## config.mk

```make
export PLATFORM = sky130hd
export DESIGN_NAME = ebi_top
export DESIGN_NICKNAME = d
export VERILOG_FILES = /design/src/verilog/ebi_pkg.sv /design/src/verilog/ebi_top.sv
export SDC_FILE = /design/constraint.sdc
export NUM_CORES = 1
export LEC_CHECK = 0
export ABC_AREA = 0
export ABC_CLOCK_PERIOD_IN_PS = 3300
export BUFFER_PORTS_ARGS = -buffer_cell sky130_fd_sc_hd__buf_2
export CORE_ASPECT_RATIO = 0.5
export CORE_MARGIN = 2
export CORE_UTILIZATION = 40
export CTS_CLUSTER_SIZE = 28
export DETAILED_ROUTE_END_ITERATION = 12
export GPL_TIMING_DRIVEN = 0
export PLACE_DENSITY = 0.77
export SYNTH_ARGS = -nofsm -noshare
export SYNTH_HDL_FRONTEND = slang
export SYNTH_SLANG_ARGS = --single-unit
```

## constraint.sdc

```tcl
create_clock -name core_clk_i -period 3.3 [get_ports core_clk_i]
set_clock_uncertainty 0.15 [all_clocks]
set_input_delay 0.66 -clock core_clk_i [delete_from_list [all_inputs] [get_ports core_clk_i]]
set_output_delay 0.66 -clock core_clk_i [all_outputs]
set_load 0.1 [all_outputs]
```

## src/verilog/ebi_pkg.sv

```systemverilog
package ebi_pkg;
  // ----------------------------------------------------------------
  // Address map
  // ----------------------------------------------------------------
  localparam logic [15:0] INT_TOP = 16'h21FF;
  // ----------------------------------------------------------------
  // Wait-state and high-mask encodings, pin reset value and sequencer states
  // ----------------------------------------------------------------
  localparam int WAIT_W = 2;
  localparam int MASK_W = 3;
  localparam logic [7:0] PIN_RST = 8'h00;
  localparam logic [2:0] MASK_NONE = 3'h0;
  localparam logic [2:0] MASK_MAX = 3'h7;
  typedef enum logic [2:0] {EBI_IDLE, EBI_ADDR, EBI_XFER, EBI_WAIT, EBI_TAIL} ebi_state_type;
endpackage : ebi_pkg

```

## src/verilog/ebi_top.sv

```systemverilog
// Behaviour
// - While enabled the interface owns its dedicated pins regardless of port direction settings.
// - Each data-space access is classed internal or external by address and external ones drive the bus.
// - The low address byte is on the shared bus and stable when the latch strobe falls.
// - The latch strobe stays low through the whole data transfer phase.
// - Internal accesses may move address, data and latch strobe but never read or write strobes.
// - When disabled the dedicated pins act as ordinary ports.
// - When disabled addresses above internal memory never alias onto internal SRAM.
// - The high address byte goes out on its own bus with a software-chosen number of active bits.
// - While enabled, shared low bus pull-ups are on where the port output register bits are one.
// - An enabled bus keeper holds the last driven value whenever the enabled interface releases the shared bus.
// - Four wait-state settings, including zero, stretch external cycles.
// - Upper and lower sectors each carry their own two-bit wait setting.
// - The trailing latch pulse comes after the access, one period later per wait step, only if RAM follows.
// - Addresses up to 0x21FF always stay internal.
// - With high mask bits at zero the full unmodified address is driven on the bus.
// - High mask bits hand the top address pins back to their port output values.
module ebi_top #(
  parameter logic [15:0] SECTOR_LIMIT_DEFAULT = 16'h0000
) (
  input wire logic core_clk_i,
  input wire logic reset_n_i,
  input wire logic ext_bus_enable_i,
  input wire logic keeper_enable_i,
  input wire logic [2:0] high_addr_mask_bits_i,
  input wire logic [15:0] sector_limit_i,
  input wire logic upper_sector_wait_hi_i,
  input wire logic upper_sector_wait_lo_i,
  input wire logic lower_sector_wait_hi_i,
  input wire logic lower_sector_wait_lo_i,
  input wire logic acc_req_i,
  input wire logic acc_write_i,
  input wire logic [15:0] acc_addr_i,
  input wire logic [7:0] acc_wdata_i,
  input wire logic next_ram_i,
  input wire logic [7:0] port_low_out_i,
  input wire logic [7:0] port_low_dir_i,
  input wire logic [7:0] port_high_out_i,
  input wire logic [7:0] port_high_dir_i,
  input wire logic port_ctrl_out_i,
  input wire logic [2:0] port_ctrl_dir_i,
  input wire logic [7:0] shared_addr_data_low_i,
  output logic [7:0] shared_addr_data_low_o,
  output logic [7:0] shared_addr_data_low_oe_n_o,
  output logic [7:0] shared_addr_data_low_pullup_o,
  output logic [7:0] high_addr_bus_o,
  output logic [7:0] high_addr_bus_oe_n_o,
  output logic latch_strobe_o,
  output logic read_strobe_n_o,
  output logic write_strobe_n_o,
  output logic [2:0] ctrl_oe_n_o,
  output logic acc_external_o,
  output logic acc_done_o,
  output logic [7:0] acc_rdata_o
);
  // ----------------------------------------------------------------
  // Reset release
  // ----------------------------------------------------------------
  logic rst_meta;
  logic rst_n;
  // Asynchronous assert, synchronous release
  always_ff @(posedge core_clk_i or negedge reset_n_i)
  begin
    if (!reset_n_i)
    begin
      rst_meta <= 1'b0;
      rst_n <= 1'b0;
    end
    else
    begin
      rst_meta <= 1'b1;
      rst_n <= rst_meta;
    end
  end

  // ----------------------------------------------------------------
  // Pin input synchroniser
  // ----------------------------------------------------------------
  logic [7:0] pin_meta;
  logic [7:0] pin_sync;
  always_ff @(posedge core_clk_i or negedge rst_n)
  begin
    if (!rst_n)
    begin
      pin_meta <= ebi_pkg::PIN_RST;
      pin_sync <= ebi_pkg::PIN_RST;
    end
    else
    begin
      pin_meta <= shared_addr_data_low_i;
      pin_sync <= pin_meta;
    end
  end

  // ----------------------------------------------------------------
  // Decode helpers
  // ----------------------------------------------------------------
  // Anything at or below the internal top is classed internal and never raises a read or write strobe
  function automatic logic ebi_is_ext(input logic [15:0] a);
    ebi_is_ext = (a > ebi_pkg::INT_TOP);
  endfunction : ebi_is_ext

  // Nonzero mask value n releases the n+1 top pins, 1 means two pins
  function automatic logic [7:0] ebi_mask_of(input logic [2:0] m);
    logic [7:0] k;
    k = 8'hFF;
    if (m != ebi_pkg::MASK_NONE)
    begin
      k = 8'hFF >> (4'd1 + {1'b0, m});
    end
    ebi_mask_of = k;
  endfunction : ebi_mask_of

  // ----------------------------------------------------------------
  // Access sequencer
  // ----------------------------------------------------------------
  ebi_pkg::ebi_state_type state;
  logic [1:0] wait_left;
  logic [15:0] addr;
  logic [7:0] wdata;
  logic is_write;
  logic is_ext;
  logic tail_pulse;
  logic [7:0] keep_val;
  logic bus_driving;
  logic [1:0] sel_wait;
  logic start_ok;

  // Sector split: at or above a non-default limit is upper sector
  always_comb
  begin
    if (acc_addr_i >= sector_limit_i && sector_limit_i != SECTOR_LIMIT_DEFAULT)
    begin
      sel_wait = {upper_sector_wait_hi_i, upper_sector_wait_lo_i};
    end
    else
    begin
      sel_wait = {lower_sector_wait_hi_i, lower_sector_wait_lo_i};
    end
  end

  // Accesses are only taken with the bus enabled; a disabled bus never
  // falls through to internal memory for high addresses
  assign start_ok = acc_req_i && ext_bus_enable_i
                    && (state == ebi_pkg::EBI_IDLE || state == ebi_pkg::EBI_TAIL);

  always_ff @(posedge core_clk_i or negedge rst_n)
  begin
    if (!rst_n)
    begin
      state <= ebi_pkg::EBI_IDLE;
      wait_left <= 2'h0;
      addr <= 16'h0000;
      wdata <= 8'h00;
      is_write <= 1'b0;
      is_ext <= 1'b0;
    end
    else
    begin
      case (state)
        ebi_pkg::EBI_IDLE, ebi_pkg::EBI_TAIL:
        begin
          if (start_ok)
          begin
            state <= ebi_pkg::EBI_ADDR;
            addr <= acc_addr_i;
            wdata <= acc_wdata_i;
            is_write <= acc_write_i;
            is_ext <= ebi_is_ext(acc_addr_i);
            wait_left <= sel_wait;
          end
          else
          begin
            state <= ebi_pkg::EBI_IDLE;
          end
        end
        ebi_pkg::EBI_ADDR:
        begin
          state <= ebi_pkg::EBI_XFER;
        end
        ebi_pkg::EBI_XFER, ebi_pkg::EBI_WAIT:
        begin
          if (wait_left != 2'h0)
          begin
            wait_left <= wait_left - 2'h1;
            state <= ebi_pkg::EBI_WAIT;
          end
          else
          begin
            state <= ebi_pkg::EBI_TAIL;
          end
        end
        default:
        begin
          state <= ebi_pkg::EBI_IDLE;
        end
      endcase
    end
  end

  // Trailing latch pulse only when the next instruction touches RAM
  always_ff @(posedge core_clk_i or negedge rst_n)
  begin
    if (!rst_n)
    begin
      tail_pulse <= 1'b0;
    end
    else
    begin
      tail_pulse <= (state == ebi_pkg::EBI_XFER || state == ebi_pkg::EBI_WAIT) && wait_left == 2'h0
                    && next_ram_i;
    end
  end

  // ----------------------------------------------------------------
  // Pin drive
  // ----------------------------------------------------------------
  logic [7:0] hmask;
  assign hmask = ebi_mask_of(high_addr_mask_bits_i);
  assign bus_driving = state == ebi_pkg::EBI_ADDR || (is_write && (state == ebi_pkg::EBI_XFER
                       || state == ebi_pkg::EBI_WAIT));

  // Remember what we last put on the shared bus for the keeper
  always_ff @(posedge core_clk_i or negedge rst_n)
  begin
    if (!rst_n)
    begin
      keep_val <= 8'h00;
    end
    else if (bus_driving)
    begin
      keep_val <= (state == ebi_pkg::EBI_ADDR) ? addr[7:0] : wdata;
    end
  end

  // All pins registered; disabled bus hands everything to the ports
  always_ff @(posedge core_clk_i or negedge rst_n)
  begin
    if (!rst_n)
    begin
      shared_addr_data_low_o <= 8'h00;
      shared_addr_data_low_oe_n_o <= 8'hFF;
      shared_addr_data_low_pullup_o <= 8'h00;
      high_addr_bus_o <= 8'h00;
      high_addr_bus_oe_n_o <= 8'hFF;
      latch_strobe_o <= 1'b0;
      read_strobe_n_o <= 1'b1;
      write_strobe_n_o <= 1'b1;
      ctrl_oe_n_o <= 3'h7;
    end
    else if (!ext_bus_enable_i)
    begin
      shared_addr_data_low_o <= port_low_out_i;
      shared_addr_data_low_oe_n_o <= ~port_low_dir_i;
      shared_addr_data_low_pullup_o <= port_low_out_i & ~port_low_dir_i;
      high_addr_bus_o <= port_high_out_i;
      high_addr_bus_oe_n_o <= ~port_high_dir_i;
      latch_strobe_o <= port_ctrl_out_i;
      read_strobe_n_o <= port_ctrl_out_i;
      write_strobe_n_o <= port_ctrl_out_i;
      ctrl_oe_n_o <= ~port_ctrl_dir_i;
    end
    else
    begin
      ctrl_oe_n_o <= 3'h0;
      // Strobe rises as the low address is launched and falls a cycle later,
      // so the address is settled on the pins before the latch closes
      latch_strobe_o <= start_ok || (tail_pulse && !start_ok);
      if (start_ok)
      begin
        shared_addr_data_low_o <= acc_addr_i[7:0];
        shared_addr_data_low_oe_n_o <= 8'h00;
      end
      else if (state == ebi_pkg::EBI_ADDR)
      begin
        shared_addr_data_low_o <= addr[7:0];
        shared_addr_data_low_oe_n_o <= 8'h00;
      end
      else if (bus_driving)
      begin
        shared_addr_data_low_o <= wdata;
        shared_addr_data_low_oe_n_o <= 8'h00;
      end
      else
      begin
        // Released: keeper holds last value, else pull-ups decide
        shared_addr_data_low_o <= keeper_enable_i ? keep_val : 8'h00;
        shared_addr_data_low_oe_n_o <= keeper_enable_i ? 8'h00 : 8'hFF;
      end
      shared_addr_data_low_pullup_o <= port_low_out_i;
      high_addr_bus_o <= (addr[15:8] & hmask) | (port_high_out_i & ~hmask);
      high_addr_bus_oe_n_o <= ~(hmask | port_high_dir_i);
      // Strobes cover only the data phase, never the address phase
      read_strobe_n_o <= !(is_ext && !is_write && (state == ebi_pkg::EBI_XFER
                         || state == ebi_pkg::EBI_WAIT));
      write_strobe_n_o <= !(is_ext && is_write && (state == ebi_pkg::EBI_XFER
                          || state == ebi_pkg::EBI_WAIT));
    end
  end

  // ----------------------------------------------------------------
  // Request side results
  // ----------------------------------------------------------------
  always_ff @(posedge core_clk_i or negedge rst_n)
  begin
    if (!rst_n)
    begin
      acc_done_o <= 1'b0;
      acc_external_o <= 1'b0;
      acc_rdata_o <= 8'h00;
    end
    else
    begin
      acc_done_o <= (state == ebi_pkg::EBI_XFER || state == ebi_pkg::EBI_WAIT) && wait_left == 2'h0;
      acc_external_o <= is_ext;
      if ((state == ebi_pkg::EBI_XFER || state == ebi_pkg::EBI_WAIT) && wait_left == 2'h0 && !is_write)
      begin
        acc_rdata_o <= pin_sync;
      end
    end
  end
endmodule : ebi_top

```

# Word level (Yosys, flattened, before mapping)

Cells that the tools add are included.

Bits of input ports: 98
Bits in registers: 114
Logic and storage cells: 101

Shift operators: 1
Eq/ne operators: 6
Reduce and logical (&&, ||, !) cells: 30
$add $sub $neg: 2
Bitwise operators: 10
Magnitude comparators: 2
Multiplexer cells: 26

Operators with widths:

| kind                   | count |
|---|---|
| $mux W8                | 15 |
| $not A8 Y8             | 4 |
| $and A8 B8 Y8          | 3 |
| $ge A16 B16 Y1         | 1 |
| $gt A16 B14 Y1 const B | 1 |
| $or A8 B8 Y8           | 2 |
| $reduce_bool A16 Y1    | 1 |
| $logic_and A1 B1 Y1    | 12 |
| $pmux W3 S3            | 1 |
| $shr A8 B4 Y8 const A  | 1 |
| $eq A3 B2 Y1 const B   | 2 |
| $mux W2                | 3 |
| $mux W3                | 2 |
| $add A1 B3 Y4 const A  | 1 |
| $logic_not A1 Y1       | 4 |
| $logic_or A1 B1 Y1     | 4 |
| $mux W1                | 4 |
| $ne A2 B2 Y1 const B   | 2 |
| $pmux W2 S2            | 1 |
| $reduce_bool A2 Y1     | 2 |
| $reduce_or A2 Y1       | 2 |
| $eq A3 B1 Y1 const B   | 1 |
| $eq A3 B3 Y1 const B   | 1 |
| $logic_not A3 Y1       | 1 |
| 6 further kinds        | 6 |

# Depth between registers and ports, before layout

Depth in word-level cells: 8
Gate-level depth with buffers: 8
Gate-level depth less buffers: 8

# Worst setup path before layout

No wires, ideal clock.

Kind: input -> register
Start: in sector_limit_i[11]
End: reg wait_left[0]
Required time: 3.024 ns
Stages: 8
Slack: 1.155 ns
Path buffers: 0
Arrival time: 1.869 ns
Cells stage by stage: inv_1 > ha_1 > a21oi_1 > o21ai_0 > a221oi_1 > a31oi_2 > mux2i_1 > a21oi_1

Word-level cells in the longest chain between the ends: 5
Elaborated cells between the ends (all ways): 6
Those cells by class: order compare (1); mux (3); reduce/logical (2)

RTL lines:

| what                                                  | RTL line       | source |
|---|---|---|
| start: declaration                                    | ebi_top.sv:26  | `input wire logic [15:0] sector_limit_i,` |
| $ge A16 B16 Y1 or $reduce_bool A16 Y1 (tied branches) | ebi_top.sv:132 | `if (acc_addr_i >= sector_limit_i && sector_limit_i != SECTOR_LIMIT_DEFAULT)` |
| $logic_and A1 B1 Y1 *                                 | ebi_top.sv:132 |  |
| $mux W2 *                                             | ebi_top.sv:132 |  |
| $mux W2 *                                             | ebi_top.sv:163 | `if (start_ok)` |
| $pmux W2 S2 *                                         | ebi_top.sv:160 | `case (state)` |
| end signal: assignment                                | ebi_top.sv:170 | `wait_left <= sel_wait;` |
| end signal: assignment                                | ebi_top.sv:185 | `wait_left <= wait_left - 2'h1;` |
| end: declaration                                      | ebi_top.sv:118 | `logic [1:0] wait_left;` |

Mark *: on every way between the ends. The rest lies on a longest branch, timed or not. The select of a mux whose other input is x is not followed.
A chain may end at the register's enable or synchronous reset.

# Worst setup path after layout

Start: in sector_limit_i[14]
End: reg wait_left[0]

The elaborated chain is that of the path after synthesis.

==> out/metrics.csv <==
stage;metric;value;unit
grt;overflow;0;
synth;seq_area_frac_synth;61.0;%
cts;clk_pin_slew;0.05;ns
cts;cts_resized;0;
power;p_clk_share;29.7;%
drt;viasPerCell;4.93;
cts;clk_latency;0.41;ns
die;die_h;80.8;µm
worst_setup_path;crit_chain;buf_2 -> inv_1 -> ha_1 -> nand4_1 -> nor3_2 -> o21ai_1 -> a31oi_2 -> mux2i_1 -> a21oi_1;
worst_setup_path;endpoint;wait_left[0];
worst_setup_path;critPathBufInv;2;
grt;grt_first_pass_wirelength;19.9;mm
drt;ant_nets;0;
finish;nets;713;
power;netSwitchingFraction;42.6;%
placement;placed_area;5710;µm²
finish;instances_no_fill;770;
worst_setup_path;cp-end-kind;register;
worst_setup_path;cpMaxStageDelayCell;ha_1;
worst_setup_path;cp.arrival;2.29;ns
finish;drive_gt1_share;40.6;%
power;p_switching;2620;µW
synth;synth.distinct_cells;45;
drt;drcViolationCount;0;
synth;ys_warn_count;0;
synth;synthTopCellsByArea;dfrtp_1 (49%), dfstp_2 (12%), nand2_1 (8.0%), ha_1 (4.5%), a21oi_1 (3.0%);
power;power_frac_comb;37.2;%
finish;n_antenna_cell;0;
cts;clk_path_buf_depth;2;
synth;syn_inst;424;
run_status;outcome;completed;
synth;synth_edf_count;0;
drt;drt-initial-drc-count;294;
synth;ys.flop_type;dfrtp_1;
synth;netlist_area;4720;µm²
synth;synth-seq-cells;114;
synth;synth_compound_area_share;10.9;%
worst_setup_path;setup.worst_path.start;sector_limit_i[14];
sta;relSlewSlack;58.1;%
synth;synthXorXnorAreaFrac;0;%
power;power_leakage;0.00325;µW
cts;htreeDepth;4;
die;die_area;12700;µm²
sta;setup_viol;0;
cts;clock-sinks;114;
sta;setup_tns;0;ns
worst_setup_path;slowest_delay;0.32;ns
cts;root_buffer;clkbuf_16;
sta;fin_crit_sh;65.2;%
drt;num_vias;3793;
synth;synth_top_area_cell;dfrtp_1;
drt;routed_wl;12.5;mm
worst_hold_path;hold_class;reg -> async;
sta;worst_slack;1.15;ns
job;cap_viol_max_count;0;
worst_setup_path;crit_path_start_kind;input pin;
die;initial_utilization;41.9;%
placement;place_inst;737;
drt;dr.pass1.iters;7;
synth;synth.avg_cell_area;11.1;µm²
placement;place.gp.congestion;0.863;
worst_setup_path;r2r_slack;1.41;ns
worst_setup_path;crit_fanout;3;
drt;wl_per_cell;16.3;µm
cts;cts_setup_buffers;0;
finish;area_growth;33.9;%
synth;muxShareOfSynthArea;4.88;%
die;dieWidth;158;µm
worst_setup_path;path_class;in -> reg;
placement;hpwl;9.08;mm
worst_setup_path;reg2reg_from;state[1];
sta;hold_violations;0;
sta;fin_hold_ws;0.176;ns
synth;synthArstFlopShare;100;%
worst_setup_path;cp_num_cells;9;
worst_setup_path;rr_worst_depth;7;
grt;antenna_found_initial;0;
power;ir_drop;0.409;mV
sta;max_freq;464;MHz
power;seqPwrFrac;33.0;%
worst_setup_path;reg2reg_to;shared_addr_data_low_oe_n_o[4];
cts;cts_tree;yes;
sta;rsz0062_at_grt;false;
die;core;11200;µm²
synth;post-synth-top-count-cell;nand2_1;
sta;slew_violations;0;
synth;synth_common_cells;nand2_1 (100), dfrtp_1 (93), inv_1 (29);
grt;grt_usage;20.9;%
placement;portBuffers;153;
cts;cts_buffers;17;
synth;synth_top_family_by_area;simple AND/OR/NAND/NOR gates;
synth;synth_top_area_share;49.3;%
sta;period_minus_slack;2.15;ns
synth;synthAdderAreaFrac;4.51;%
synth;yosys.area_share.simple;14.3;%
finish;stdcell_area;6320;µm²
power;p_int;3540;µW
worst_setup_path;cpLargestDelayFamily;compound AO/OA/AOI/OAI gates;
die;io_pins;154;
worst_setup_path;worst_ep_required_time;3.43;ns
grt;grt_max_degree;70;
grt;grt_pass1_vias;3927;
synth;synth_fp_nets;539;
power;power_density;975;nW/µm²
sta;worst_slew_pin_slew;0.624;ns
placement;post-place-ws;0.671;ns
die;fp-row-count;27;
==> kinds of logic after synthesis <==
| group | after synthesis |
|---|---|
| AOI/OAI and AO/OA | 76 |
| adders and majority gates | 17 |
| buffers and inverters | 45 |
| DFF | 114 |
| muxes | 18 |
| other | 1 |
| and+or+nand+nor | 153 |
==> flip-flops by register name, summed over array words and instances (netlist names), 8 cells and up <==
name,flops
addr,16
acc_rdata_o,8
high_addr_bus_o,8
high_addr_bus_oe_n_o,8
keep_val,8
pin_meta,8
pin_sync,8
shared_addr_data_low_o,8
shared_addr_data_low_oe_n_o,8
shared_addr_data_low_pullup_o,8
wdata,8
==> cell usage in the layout, fill, tap and decap left out, types with 10 or more instances in the layout <==
cell | netlist | routed
nand2_1 | 100 | 100
clkbuf_16 | 0 | 17
dfstp_2 | 21 | 21
buf_2 | 7 | 160
ha_1 | 17 | 17
nor2_1 | 23 | 23
inv_1 | 29 | 29
a21oi_1 | 28 | 28
o21ai_1 | 10 | 10
dfrtp_1 | 93 | 92
==> worst reg2reg max path: stages (launching register included) <==
cell and delay, ns:
dfrtp_1 0.44, nor2_1 0.10, nand3_1 0.10, buf_2 0.25, nand2_1 0.29, nor2_1 0.20
nand2_2 0.14, o21ai_1 0.14
==> power groups by stage <==
stage	Sequential [µW]	Combinational, µW	Clock (µW)
6_report	2040	2300	1830
5_1_grt	2080	2440	1930
3_5_place_dp	2050	2270	0
2_1_floorplan	3130	725	0
3_3_place_gp	2060	2200	0
4_1_cts	2030	2300	1860
==> what timing repair did <==
item / CTS / global route
hold buffers: 1 / 0
hold endpoints to repair: 2 / 0
setup endpoints to repair: 0 / 0
==> worst min-delay path by stage <==
stage	startpoint	endpoint	slack [ns]	cells past startpoint
5_1_grt	port_ctrl_dir_i[0]	ctrl_oe_n_o[0]	0.19	2
3_5_place_dp	rst_n	pin_meta[7]	0.19	0
4_1_cts	port_ctrl_dir_i[0]	ctrl_oe_n_o[0]	0.19	2
3_3_place_gp	pin_meta[3]	pin_sync[3]	0.18	0
2_1_floorplan	rst_meta	rst_n	0.18	0
6_report	rst_n	pin_meta[1]	0.18	0
==> metal layers <==
layer / GRT usage (%) / vias to the layer above / share of wire, %
met1: 27.6 / 1829 / 44
met2: 33.6 / 155 / 47
met5: 0 / - / 0
li1: - / 1784 / -
met4: 7.18 / 0 / 1.6
met3: 5.87 / 25 / 7.2
==> cell type report <==
type / count / area [µm²]
Clock inverter: 13 / 161
Inverter: 30 / 113
Sequential cell: 114 / 2880
Tap cell: 159 / 199
Buffer: 15 / 87.6
Timing Repair Buffer: 155 / 803
Fill cell: 934 / 4930
Clock buffer: 19 / 433
Multi-Input combinational cell: 265 / 1640
==> through the flow <==
stage	power (µW)	utilization, %
final	6160	56.2
after global routing	6440	56.2
after CTS	6190	56.2
after detailed placement	4320	50.8
after global placement	4260	50.5
after floorplan	3850	-
Power figures use the tool's default switching activity.
